## config.mk

```make
export PLATFORM = sky130hd
export DESIGN_NAME = cpu_register_array
export DESIGN_NICKNAME = d
export VERILOG_FILES = /design/src/core/cpu_regs_pkg.sv /design/src/core/addr_former.sv /design/src/core/cpu_register_array.sv /design/src/core/flag_unit.sv
export VERILOG_INCLUDE_DIRS = /design/src /design/src/core
export SDC_FILE = /design/constraint.sdc
export NUM_CORES = 1
export LEC_CHECK = 0
export BUFFER_PORTS_ARGS = -buffer_cell sky130_fd_sc_hd__buf_2
export CAP_MARGIN = 15
export CORE_MARGIN = 3
export CORE_UTILIZATION = 56
export CTS_BUF_LIST = sky130_fd_sc_hd__clkbuf_2 sky130_fd_sc_hd__clkbuf_4 sky130_fd_sc_hd__clkbuf_8
export DETAILED_ROUTE_END_ITERATION = 10
export HOLD_SLACK_MARGIN = 0.05
export PLACE_DENSITY = 0.92
export SYNTH_ARGS = -nofsm -noshare
export SYNTH_HDL_FRONTEND = slang
export SYNTH_SLANG_ARGS = --single-unit
```

## constraint.sdc

```tcl
create_clock -name clk -period 3.3 [get_ports clk]
set_input_delay 0.165 -clock clk [delete_from_list [all_inputs] [get_ports clk]]
set_output_delay 0.165 -clock clk [all_outputs]
set_load 0.01 [all_outputs]
```

## src/core/cpu_regs_params.svh

```systemverilog
// Purpose: constants for the cpu register array
// Assumes: 8-bit core, single clock
// Notes:   field positions of the status byte and reset values
`ifndef CPU_REGS_PARAMS_SVH
`define CPU_REGS_PARAMS_SVH

`define ST_NEG_BIT      7
`define ST_NULL_BIT     6
`define ST_NIBBLE_WRAP  4
`define ST_PARITY_OVF   2
`define ST_SUB_MARK     1
`define ST_WRAP_BIT     0
`define ST_USED_MASK    8'hd7
`define RST_WORD        16'h0000
`define RST_BYTE        8'h00
`define RST_STACK       16'hffff

`endif

```

## src/core/cpu_regs_pkg.sv

```systemverilog
// Purpose: types shared by the register array files
// Assumes: nothing beyond the params header
// Notes:   operation classes decide the carry and add/subtract flag update
package cpu_regs_pkg;

  // flag update class chosen by the decoder
  typedef enum logic [3:0]
  {
    OP_NONE     = 4'b0000,
    OP_ADD      = 4'b0001,
    OP_SUB      = 4'b0010,
    OP_LOGIC    = 4'b0011,
    OP_ROT_ACC  = 4'b0100,
    OP_ROT      = 4'b0101,
    OP_DEC_FIX  = 4'b0110,
    OP_NEG      = 4'b0111,
    OP_SET_WRAP = 4'b1000,
    OP_FLIP     = 4'b1001,
    OP_INC      = 4'b1010,
    OP_DEC8     = 4'b1011,
    OP_CPL      = 4'b1100,
    OP_BLK_SUB  = 4'b1101,
    OP_BLK_CLR  = 4'b1110,
    OP_LD_SPEC  = 4'b1111
  } flag_op_e;

  // selector for one visible 8-bit working register
  typedef enum logic [2:0]
  {
    WR_B   = 3'b000,
    WR_C   = 3'b001,
    WR_D   = 3'b010,
    WR_E   = 3'b011,
    WR_H   = 3'b100,
    WR_L   = 3'b101,
    WR_ACC = 3'b111
  } work_sel_e;

  // selector of the program counter source
  typedef enum logic [1:0]
  {
    PC_HOLD = 2'b00,
    PC_INC  = 2'b01,
    PC_LOAD = 2'b10
  } pc_op_e;

endpackage

```

## src/core/addr_former.sv

```systemverilog
// Purpose: combinational address forming for indexed and vectored modes
// Assumes: base registers come straight from flip-flops
// Notes:   no state
`timescale 1ns/10ps
`default_nettype none

module addr_former
(
  input  wire logic [15:0] indexBase,
  input  wire logic [7:0]  displacement,
  input  wire logic [7:0]  vectorPage,
  input  wire logic [7:0]  vectorLow,
  input  wire logic        tableSecond,
  output logic      [15:0] indexedAddr,
  output logic      [15:0] tableAddr
);

  always_comb
  begin
    // sign extended displacement added to base
    indexedAddr = indexBase + {{8{displacement[7]}}, displacement};
    // page byte over the even peripheral byte, plus one for the high byte
    tableAddr   = {vectorPage, vectorLow[7:1], tableSecond};
  end

endmodule

`default_nettype wire

```

## src/core/cpu_register_array.sv

```systemverilog
// Behaviour
// - 16-bit program counter increments after its value is sent for a fetch.
// - jump, call or return load the target, overriding the increment.
// - stack pointer decrements before each push, increments after each pop.
// - indexed address is index base plus signed displacement byte.
// - vectored pointer is vector page over the peripheral's low byte.
// - low routine byte at even address, high byte at next, then call.
// - sweep count increments after every opcode fetch, shown on low address.
// - instructions can read and load the sweep count.
// - sixteen working bytes in main and alternate sets, one visible.
// - swap_acc_pair exchanges accumulator and status with alternates.
// - swap_main_set exchanges B to L with alternates only.
// - status holds six flags, readable by push only, no direct write.
// - neg, null, parity_ovf and wrap testable; others internal only.
// - wrap set by add carry out of bit 7 or subtract borrow.
// - set_wrap_op forces wrap, flip_wrap_op inverts it.
// - logic clears wrap; listed arithmetic updates it; others keep it.
// - sub_mark set by subtracts, decrements, complement, block I/O, searches, negate.
// - sub_mark cleared by adds, increments, logic, rotates and listed others.
// - decimal fix picks correction from sub_mark and nibble_wrap.
// - accumulator takes every 8-bit alu result and serves data moves.
// - refresh strobe low one cycle after the third and fourth fetch states, with sweep count.
//
// Purpose: register array of an 8-bit core
// Assumes: decoder sequences the steps and honours the even vector byte
// Notes:   all outputs registered
`timescale 1ns/10ps
`default_nettype none
`include "cpu_regs_params.svh"

module cpu_register_array
(
  input  wire logic                         clk,
  input  wire logic                         rst_n,
  input  wire cpu_regs_pkg::pc_op_e         pcOp,
  input  wire logic                  [15:0] pcTarget,
  input  wire logic                         pushByte,
  input  wire logic                         popByte,
  input  wire logic                         spLoad,
  input  wire logic                  [15:0] spValue,
  input  wire logic                         idxFirstLoad,
  input  wire logic                         idxSecondLoad,
  input  wire logic                  [15:0] idxValue,
  input  wire logic                         idxSelSecond,
  input  wire logic                  [7:0]  displacement,
  input  wire logic                         vectorPageLoad,
  input  wire logic                         sweepLoad,
  input  wire logic                  [7:0]  specValue,
  input  wire logic                  [7:0]  vectorLow,
  input  wire logic                         tableSecond,
  input  wire logic                         fetchDone,
  input  wire logic                  [1:0]  fetchState,
  input  wire logic                         fetchCycle,
  input  wire logic                         workWrite,
  input  wire cpu_regs_pkg::work_sel_e      workSel,
  input  wire logic                  [7:0]  workValue,
  input  wire logic                         aluWrite,
  input  wire logic                  [7:0]  aluResult,
  input  wire cpu_regs_pkg::flag_op_e       flagOp,
  input  wire logic                         aluCarry,
  input  wire logic                  [7:0]  aluFlags,
  input  wire logic                         swapAccPair,
  input  wire logic                         swapMainSet,
  output logic                       [15:0] programCounter,
  output logic                       [15:0] stackPointer,
  output logic                       [15:0] indexFirst,
  output logic                       [15:0] indexSecond,
  output logic                       [7:0]  vectorPage,
  output logic                       [7:0]  sweepCount,
  output logic                       [15:0] indexedAddr,
  output logic                       [15:0] tableAddr,
  output logic                       [7:0]  accumulator,
  output logic                       [7:0]  statusBits,
  output logic                       [7:0]  workRead,
  output logic                       [3:0]  testFlags,
  output logic                       [7:0]  refreshAddr,
  output logic                              refreshStrobe_n
);

  // visible and alternate sets: index 0..5 = B..L, 6 = acc, 7 = status
  logic [7:0] mainSet [0:7];
  logic [7:0] altSet  [0:7];
  logic [7:0] next_mainSet [0:7];
  logic [7:0] next_altSet  [0:7];
  logic [15:0] next_programCounter;
  logic [15:0] next_stackPointer;
  logic [15:0] next_indexFirst;
  logic [15:0] next_indexSecond;
  logic [7:0]  next_vectorPage;
  logic [7:0]  next_sweepCount;
  logic [15:0] next_indexedAddr;
  logic [15:0] next_tableAddr;
  logic [7:0]  next_workRead;
  logic        next_refreshStrobe_n;
  logic [7:0]  statusNext;
  logic [15:0] idxAddrComb;
  logic [15:0] tblAddrComb;

  function automatic logic [2:0] sel_index(input cpu_regs_pkg::work_sel_e s);
    sel_index = (s == cpu_regs_pkg::WR_ACC) ? 3'h6 : s;
  endfunction

  flag_unit u_flag
  (
    .statusNow  (mainSet[7]),
    .flagOp     (flagOp),
    .aluCarry   (aluCarry),
    .aluFlags   (aluFlags),
    .statusNext (statusNext)
  );

  addr_former u_addr
  (
    .indexBase    (idxSelSecond ? indexSecond : indexFirst),
    .displacement (displacement),
    .vectorPage   (vectorPage),
    .vectorLow    (vectorLow),
    .tableSecond  (tableSecond),
    .indexedAddr  (idxAddrComb),
    .tableAddr    (tblAddrComb)
  );

  // dedicated registers
  always_comb
  begin
    next_programCounter = programCounter;
    unique case (pcOp)
      cpu_regs_pkg::PC_LOAD: next_programCounter = pcTarget;
      cpu_regs_pkg::PC_INC:  next_programCounter = programCounter + 16'h0001;
      default:               next_programCounter = programCounter;
    endcase
    next_stackPointer = stackPointer;
    if (spLoad)
    begin
      next_stackPointer = spValue;
    end
    else if (pushByte)
    begin
      next_stackPointer = stackPointer - 16'h0001;
    end
    else if (popByte)
    begin
      next_stackPointer = stackPointer + 16'h0001;
    end
    next_indexFirst  = idxFirstLoad ? idxValue : indexFirst;
    next_indexSecond = idxSecondLoad ? idxValue : indexSecond;
    next_vectorPage  = vectorPageLoad ? specValue : vectorPage;
    if (sweepLoad)
    begin
      next_sweepCount = specValue;
    end
    else if (fetchDone)
    begin
      next_sweepCount = sweepCount + 8'h01;
    end
    else
    begin
      next_sweepCount = sweepCount;
    end
    next_indexedAddr = idxAddrComb;
    next_tableAddr   = tblAddrComb;
    // low in states 3 and 4 (codes 2 and 3) of a fetch
    next_refreshStrobe_n = ~(fetchCycle & fetchState[1]);
  end

  always_ff @(posedge clk)
  begin
    if (!rst_n)
    begin
      programCounter  <= `RST_WORD;
      stackPointer    <= `RST_STACK;
      indexFirst      <= `RST_WORD;
      indexSecond     <= `RST_WORD;
      vectorPage      <= `RST_BYTE;
      sweepCount      <= `RST_BYTE;
      indexedAddr     <= `RST_WORD;
      tableAddr       <= `RST_WORD;
      refreshStrobe_n <= 1'b1;
    end
    else
    begin
      programCounter  <= next_programCounter;
      stackPointer    <= next_stackPointer;
      indexFirst      <= next_indexFirst;
      indexSecond     <= next_indexSecond;
      vectorPage      <= next_vectorPage;
      sweepCount      <= next_sweepCount;
      indexedAddr     <= next_indexedAddr;
      tableAddr       <= next_tableAddr;
      refreshStrobe_n <= next_refreshStrobe_n;
    end
  end

  // working sets
  always_comb
  begin
    for (int i = 0; i < 8; i++)
    begin
      next_mainSet[i] = mainSet[i];
      next_altSet[i]  = altSet[i];
    end
    if (workWrite && workSel != cpu_regs_pkg::WR_ACC)
    begin
      next_mainSet[sel_index(workSel)] = workValue;
    end
    if (workWrite && workSel == cpu_regs_pkg::WR_ACC)
    begin
      next_mainSet[6] = workValue;
    end
    if (aluWrite)
    begin
      next_mainSet[6] = aluResult;
    end
    // status has no direct write path
    next_mainSet[7] = statusNext & `ST_USED_MASK;
    if (swapAccPair)
    begin
      next_mainSet[6] = altSet[6];
      next_mainSet[7] = altSet[7];
      next_altSet[6]  = mainSet[6];
      next_altSet[7]  = mainSet[7];
    end
    if (swapMainSet)
    begin
      for (int i = 0; i < 6; i++)
      begin
        next_mainSet[i] = altSet[i];
        next_altSet[i]  = mainSet[i];
      end
    end
    next_workRead = mainSet[sel_index(workSel)];
  end

  always_ff @(posedge clk)
  begin
    if (!rst_n)
    begin
      for (int i = 0; i < 8; i++)
      begin
        mainSet[i] <= `RST_BYTE;
        altSet[i]  <= `RST_BYTE;
      end
      workRead <= `RST_BYTE;
    end
    else
    begin
      for (int i = 0; i < 8; i++)
      begin
        mainSet[i] <= next_mainSet[i];
        altSet[i]  <= next_altSet[i];
      end
      workRead <= next_workRead;
    end
  end

  // registered copies of visible state
  always_comb
  begin
    accumulator = mainSet[6];
    statusBits  = mainSet[7];
    refreshAddr = sweepCount;
    testFlags   = {mainSet[7][`ST_NEG_BIT], mainSet[7][`ST_NULL_BIT],
                   mainSet[7][`ST_PARITY_OVF], mainSet[7][`ST_WRAP_BIT]};
  end

  property p_pc_inc;
    @(posedge clk) disable iff (!rst_n)
      pcOp == cpu_regs_pkg::PC_INC |=> programCounter == $past(programCounter) + 16'h0001;
  endproperty
  a_pc_inc: assert property (p_pc_inc) else $error("pc increment wrong");

  property p_pc_load;
    @(posedge clk) disable iff (!rst_n)
      pcOp == cpu_regs_pkg::PC_LOAD |=> programCounter == $past(pcTarget);
  endproperty
  a_pc_load: assert property (p_pc_load) else $error("pc load wrong");

  property p_sp_push;
    @(posedge clk) disable iff (!rst_n)
      pushByte && !spLoad |=> stackPointer == $past(stackPointer) - 16'h0001;
  endproperty
  a_sp_push: assert property (p_sp_push) else $error("push decrement wrong");

  property p_indexed;
    @(posedge clk) disable iff (!rst_n)
      !idxSelSecond && $stable(indexFirst) |=>
        indexedAddr == $past(indexFirst) + {{8{$past(displacement[7])}}, $past(displacement)};
  endproperty
  a_indexed: assert property (p_indexed) else $error("indexed address wrong");

  property p_table;
    @(posedge clk) disable iff (!rst_n)
      1'b1 |=> tableAddr[15:8] == $past(vectorPage) && tableAddr[0] == $past(tableSecond);
  endproperty
  a_table: assert property (p_table) else $error("table pointer wrong");

  property p_sweep;
    @(posedge clk) disable iff (!rst_n)
      fetchDone && !sweepLoad |=> sweepCount == $past(sweepCount) + 8'h01;
  endproperty
  a_sweep: assert property (p_sweep) else $error("sweep count wrong");

  property p_swap_acc;
    @(posedge clk) disable iff (!rst_n)
      swapAccPair ##1 swapAccPair |=> accumulator == $past(accumulator, 2);
  endproperty
  a_swap_acc: assert property (p_swap_acc) else $error("double swap lost value");

  property p_set_wrap;
    @(posedge clk) disable iff (!rst_n)
      flagOp == cpu_regs_pkg::OP_SET_WRAP && !swapAccPair |=>
        statusBits[`ST_WRAP_BIT] && !statusBits[`ST_SUB_MARK];
  endproperty
  a_set_wrap: assert property (p_set_wrap) else $error("set wrap failed");

  property p_logic_clear;
    @(posedge clk) disable iff (!rst_n)
      flagOp == cpu_regs_pkg::OP_LOGIC && !swapAccPair |=> !statusBits[`ST_WRAP_BIT];
  endproperty
  a_logic_clear: assert property (p_logic_clear) else $error("logic kept wrap");

  property p_refresh;
    @(posedge clk) disable iff (!rst_n)
      fetchCycle && fetchState[1] |=> !refreshStrobe_n;
  endproperty
  a_refresh: assert property (p_refresh) else $error("refresh strobe missing");

endmodule

`default_nettype wire

```

## src/core/flag_unit.sv

```systemverilog
// Purpose: next value of the status byte for wrap_bit and sub_mark
// Assumes: other flags arrive computed from the alu
// Notes:   no state
`timescale 1ns/10ps
`default_nettype none
`include "cpu_regs_params.svh"

module flag_unit
(
  input  wire logic                  [7:0] statusNow,
  input  wire cpu_regs_pkg::flag_op_e      flagOp,
  input  wire logic                        aluCarry,
  input  wire logic                  [7:0] aluFlags,
  output logic                       [7:0] statusNext
);

  logic wrapNow;

  always_comb
  begin
    wrapNow    = statusNow[`ST_WRAP_BIT];
    statusNext = statusNow;
    unique case (flagOp)
      cpu_regs_pkg::OP_NONE:
      begin
        statusNext = statusNow;
      end
      cpu_regs_pkg::OP_ADD, cpu_regs_pkg::OP_INC, cpu_regs_pkg::OP_ROT,
      cpu_regs_pkg::OP_ROT_ACC:
      begin
        statusNext = aluFlags & `ST_USED_MASK;
        statusNext[`ST_SUB_MARK] = 1'b0;
        if (flagOp != cpu_regs_pkg::OP_INC)
        begin
          statusNext[`ST_WRAP_BIT] = aluCarry;
        end
        else
        begin
          statusNext[`ST_WRAP_BIT] = wrapNow;
        end
      end
      cpu_regs_pkg::OP_SUB, cpu_regs_pkg::OP_NEG:
      begin
        statusNext = aluFlags & `ST_USED_MASK;
        statusNext[`ST_SUB_MARK] = 1'b1;
        statusNext[`ST_WRAP_BIT] = aluCarry;  // borrow
      end
      cpu_regs_pkg::OP_LOGIC:
      begin
        statusNext = aluFlags & `ST_USED_MASK;
        statusNext[`ST_SUB_MARK] = 1'b0;
        statusNext[`ST_WRAP_BIT] = 1'b0;
      end
      cpu_regs_pkg::OP_DEC_FIX:
      begin
        // sub_mark kept, alu used it to pick the correction
        statusNext = aluFlags & `ST_USED_MASK;
        statusNext[`ST_SUB_MARK] = statusNow[`ST_SUB_MARK];
        statusNext[`ST_WRAP_BIT] = aluCarry;
      end
      cpu_regs_pkg::OP_SET_WRAP:
      begin
        statusNext[`ST_WRAP_BIT] = 1'b1;
        statusNext[`ST_SUB_MARK] = 1'b0;
      end
      cpu_regs_pkg::OP_FLIP:
      begin
        statusNext[`ST_WRAP_BIT] = ~wrapNow;
        statusNext[`ST_SUB_MARK] = 1'b0;
      end
      cpu_regs_pkg::OP_DEC8, cpu_regs_pkg::OP_CPL, cpu_regs_pkg::OP_BLK_SUB:
      begin
        statusNext = aluFlags & `ST_USED_MASK;
        statusNext[`ST_WRAP_BIT] = wrapNow;
        statusNext[`ST_SUB_MARK] = 1'b1;
      end
      cpu_regs_pkg::OP_BLK_CLR, cpu_regs_pkg::OP_LD_SPEC:
      begin
        statusNext = aluFlags & `ST_USED_MASK;
        statusNext[`ST_WRAP_BIT] = wrapNow;
        statusNext[`ST_SUB_MARK] = 1'b0;
      end
    endcase
  end

endmodule

`default_nettype wire

```

Yosys cells after proc, flatten, opt, wreduce, memory -nomap -nowiden
Memories as Yosys holds them, arrays and structs flattened. A register that Yosys moved wholly into a read port is not among the register bits.
Index checks and enable logic that the tools add are counted.
{"block": "op_classes", "addsub": 5, "magnitude_cmp": 2, "eq_ne": 20, "muxes": 39, "bitwise": 20, "n_reduce_logical": 13}
{"cell": "2-to-1 mux 8 bit", "n": 21}
{"cell": "2-to-1 mux 16 bit", "n": 6}
{"cell": "2-to-1 mux 48 bit", "n": 2}
{"cell": "bitwise mux 64 bit", "n": 1}
{"cell": "2-to-1 mux 64 bit", "n": 1}
{"cell": "adder 16 x 1 -> 16 bit, second input constant", "n": 2}
{"cell": "equality test 4 bit, second input constant", "n": 8}
{"cell": "case mux 16 bit (2 select lines)", "n": 1}
{"cell": "demux 8 bit (select 3 bit)", "n": 1}
{"cell": "case mux 2 bit (9 select lines)", "n": 1}
{"cell": "adder 16 bit", "n": 1}
{"cell": "equality test 4 x 3 -> 1 bit, second input constant", "n": 4}
{"cell": "OR 1 bit", "n": 16}
{"cell": "subtractor 16 x 1 -> 16 bit, second input constant", "n": 1}
{"cell": "OR reduction 13 bit", "n": 1}
{"cell": "adder 8 x 1 -> 8 bit, second input constant", "n": 1}
{"cell": "equality test 4 x 2 -> 1 bit, second input constant", "n": 2}
{"cell": "2-to-1 mux 6 bit", "n": 1}
{"cell": "equality test 4 x 1 -> 1 bit, second input constant", "n": 1}
{"cell": "greater-or-equal comparator 4 bit, second input constant", "n": 1}
{"cell": "logical NOT 4 bit", "n": 1}
{"cell": "< comparator 4 x 1 -> 1 bit, second input constant", "n": 1}
{"cell": "!= test 4 bit, second input constant", "n": 1}
{"cell": "inverter 3 -> 4 bit", "n": 1}
{"cell": "15 further kinds", "n": 22}
{"block": "word_totals", "ff_bits": 113, "ram_bits": 128, "in_bits": 125, "out_inout_bits": 149, "elab_cells": 110, "mem_count": 2}
{"memory": "altSet", "words": 8, "width": 8, "rd": 8, "rd_clocked_by_memory_dff": 0, "wr": 8, "line_no": "cpu_register_array.sv:82", "text": "logic [7:0] altSet [0:7];"}
{"memory": "mainSet", "words": 8, "width": 8, "rd": 9, "rd_clocked_by_memory_dff": 1, "wr": 8, "line_no": "cpu_register_array.sv:81", "text": "logic [7:0] mainSet [0:7];"}

Logic depth before layout (Yosys ltp)
{"block": "logic_depth", "word_depth": 13, "depth_mapped": 11, "ltp_nobuf": 9}

Hierarchy
A second synthesis with hierarchy kept.
{"block": "unflattened", "hier_cells": 1347, "hier_area_um2": 12400.6}
{"module": "cpu_register_array", "instances": 1, "cells_each": 1207, "area_each_um2": 11354.6, "seq_area_each_um2": 4984.8}
{"module": "addr_former", "instances": 1, "cells_each": 114, "area_each_um2": 844.6, "seq_area_each_um2": 0.0}
{"module": "flag_unit", "instances": 1, "cells_each": 26, "area_each_um2": 201.4, "seq_area_each_um2": 0.0}

Worst setup path after synthesis
Ideal clock, no wire load.
{"block": "synth_path", "path_kind": "input to register", "from": "input idxSelSecond", "to": "register indexedAddr[10]", "setup_time_ns": 0.115, "t_arrival_ns": 2.707, "t_required_ns": 3.185, "setup_slack_ns": 0.478, "path_stages": 10, "n_path_buf": 2, "cell_sequence": "clkbuf_1 buf_1 mux2_2 ha_1 fa_1 a21oi_1 o2111ai_1 a41oi_1 xnor2_1 and2_1"}
{"block": "synth_between", "elab_chain_len": 2}
{"element": "from (decl)", "line_no": "cpu_register_array.sv:44", "text": "input wire logic idxSelSecond,"}
{"element": "2-to-1 mux 16 bit", "line_no": "cpu_register_array.sv:114", "text": ".indexBase (idxSelSecond ? indexSecond : indexFirst),"}
{"element": "adder 16 bit", "line_no": "addr_former.sv:21", "text": "indexedAddr = indexBase + {{8{displacement[7]}}, displacement};"}
{"element": "to (signal assigned)", "line_no": "cpu_register_array.sv:176", "text": "indexedAddr <= `RST_WORD;"}
{"element": "to (signal assigned)", "line_no": "cpu_register_array.sv:188", "text": "indexedAddr <= next_indexedAddr;"}
{"element": "to (decl)", "line_no": "cpu_register_array.sv:70", "text": "output logic [15:0] indexedAddr,"}
No other way between the ends.
A chain may end at the register's enable or synchronous reset.

Worst setup path in the final report
{"block": "layout_path", "from": "register indexSecond[0]", "to": "register indexedAddr[10]"}
{"block": "layout_between", "elab_chain_len": 2}
{"element": "from (decl)", "line_no": "cpu_register_array.sv:67", "text": "output logic [15:0] indexSecond,"}
{"element": "from (signal assigned)", "line_no": "cpu_register_array.sv:173", "text": "indexSecond <= `RST_WORD;"}
{"element": "from (signal assigned)", "line_no": "cpu_register_array.sv:185", "text": "indexSecond <= next_indexSecond;"}
{"element": "2-to-1 mux 16 bit", "line_no": "cpu_register_array.sv:114"}
{"element": "adder 16 bit", "line_no": "addr_former.sv:21"}
No other way between the ends.

==> results.cfg <==
[die]
initial_utilization_pct = 57.2
core_area_um2 = 21200
ios = 274
rows = 53
dieHeight_um = 153
dieArea_um2 = 23400
fp.dieW_um = 153

[cells_and_area]
final_common_cell = buf_2
area_growth_pct = 24.0
post-route-util_pct = 71.0
layout_common_cells = buf_2 (265), dfxtp_1 (249), nor2b_1 (164)
drive_gt1_share_pct = 24.3
nets = 1748
antenna_cells = 0
stdcell_count = 1889
final_area_um2 = 15000
fillCellCount = 1367

[clocking]
cts_hold_buf = 67
cts_buffers = 41
clock_path_buffers = 3
clock-sinks = 249
cts_tree = yes
path_clk_slew_ns = 0.06
clk_latency_ns = 0.54
cts_setup_buffers = 0
h-tree-depth = 2
cts-root-buf = clkbuf_8
cts_resized = 0

[timing]
finalSetupViolCount = 0
whs_ns = 0.0803
report.final.slew_viol_count = 0
max_freq_mhz = 383
finalCriticalPeriod_ns = 2.61
period_share_pct = 79.2
timing.final.ws_setup_ns = 0.686
hold_viol_final = 0
relSlewSlack_pct = 26.8
fin_skew_ns = 0.0337
tightest_slew_ns = 1.09
finalSetupTns_ns = 0
rsz0062_at_grt = false

[critical_path]
cp.required_ns = 3.73
worstSetupStartpointType = flip-flop
worstPathArrival_ns = 3.04
crit_chain = mux2_2 > ha_1 > fa_1 > a21oi_1 > o2111ai_1 > a41oi_1 > xnor2_1 > and2_1
cp-end-kind = flip-flop
worstPathMaxFanout = 5
crit_type = flip-flop to flip-flop
critPathSlowestCell = fa_1
crit_buf_inv = 0
crit_family = compound AO/OA/AOI/OAI gates
cpPeakStageDelay_ns = 0.47

[power_and_ir_drop]
power_leakage_nw = 6.57
total_power_mw = 7.46
powerDensity_nw_per_um2 = 497
vdd_ir_drop_max_mv = 0.351

[placement]
hpwl_um = 22200
finalWeightedCongestion = 0.910
dpl_worst_slack_ns = 0.651
placed_cell_area_um2 = 13500
dp.cells = 1754
port_buffers = 267

[global_route]
antenna_found_initial = 0
grt_use_total_pct = 30.0
grt-ovfl-total = 0
grt_first_pass_wirelength_um = 58200
grt_start_max_net_pins = 95
grt_pass1_vias = 11200

[drt]
vias = 11300
final_antenna_net_count = 0
wl_per_cell_um = 19.7
drt_iter0_drc = 977
viasPerCell = 5.98
first_pass_iters = 5
drc = 0
drt-total-wl_um = 37200

[run_status]
status = finished, final reports clean

[logic_synthesis]
ys_seq_elements = 249
syn-num-nets = 1451
synth.yosys.seq_area_share_pct = 41.2
synthArstFlopShare_pct = 0
synth_edf_count = 0
synthTopCellsByArea = dfxtp_1 (41%), mux2i_1 (11%), nor2b_1 (8.5%)
yosysTopAreaCell = dfxtp_1
syn-instance-count = 1292
ys_warn_count = 0
synth_cell_types = 66
synth-main-ff-cell = dfxtp_1
avgSynthCellArea_um2 = 9.37
synth.top_cell.area_share_pct = 41.2
syn_area_um2 = 12100

[worst_hold_path]
hold_path.class = primary input to flip-flop

[run]
maxCapViolCount = 0
worst register-to-register path, cell delays in order (launching register included):
cell and delay, ns:
dfxtp_1 0.32, mux2_2 0.27, ha_1 0.25, fa_1 0.48, a21oi_1 0.29, o2111ai_1 0.30, a41oi_1 0.33, xnor2_1 0.10
and2_1 0.17
report_power, final:
part	internal [mW]	leakage (nW)	total [mW]	switching, mW
Sequential	3.14	2.03	3.25	0.114
Clock	1.66	0.456	2.89	1.23
Combinational	0.578	4.08	1.32	0.740
state kept, by name (all words and copies together), names as in the netlist:
name / cells
refreshStrobe_n: 1
indexedAddr: 16
refreshAddr: 8
workRead: 8
programCounter: 16
stackPointer: 16
vectorPage: 8
tableAddr: 16
indexSecond: 16
indexFirst: 16
altSet: 64
mainSet: 64
metal layers:
layer	global-route usage, %	share of wire (%)	vias up	wire [um]
li1	-	-	5154	-
met1	34.8	37	5288	13800
met4	18.4	6.8	0	2510
met2	51.2	48	676	18000
met3	5.86	7.7	180	2880
met5	0	0	-	0
cells in the mapped netlist (15+ instances only):
| library cell | instances |
|---|---|
| ha_1 | 32 |
| mux2_2 | 15 |
| o21ai_0 | 55 |
| a221oi_1 | 48 |
| buf_2 | 16 |
| dfxtp_1 | 249 |
| inv_1 | 16 |
| mux2i_1 | 132 |
| xor2_1 | 18 |
| and2_1 | 53 |
| nor2_1 | 98 |
| nand3_1 | 19 |
| clkbuf_1 | 61 |
| a21oi_1 | 46 |
| a22oi_1 | 17 |
| nand2_1 | 77 |
| nor2b_1 | 164 |
area by class of cell:
cell class              count  area, um2  area share [%]
multi-input cells         934       6640            44.2
clock inverters             5       88.8           0.592
flip-flops and latches    249       4980            33.2
well taps                 275        344            2.29
inverters                  17       63.8           0.425
repair buffers            346       2110            14.1
clock buffers              63        779            5.19
kinds of logic after synthesis:
kind of cell / count (synthesis) / share of synthesized area [%]
buffers and inverters: 109 / 3.98
AO/OA/AOI/OAI: 245 / 14.4
flip-flops: 249 / 41.2
AND/OR/NAND/NOR: 470 / 20.8
XOR/XNOR: 29 / 2.10
adder cells (fa/ha/maj): 34 / 3.64
multiplexers: 156 / 13.9
worst paths after layout:
path	start	slack [ns]	cells past startpoint	endpoint
worst max register to register	indexSecond[0]	0.69	8	indexedAddr[10]
worst min register to register	altSet[0][60]	0.45	1	mainSet[7][4]
worst min-delay path	aluResult[2]	0.08	4	mainSet[6][2]
worst max-delay path	indexSecond[0]	0.69	8	indexedAddr[10]
(Power assumes the default switching activity.)
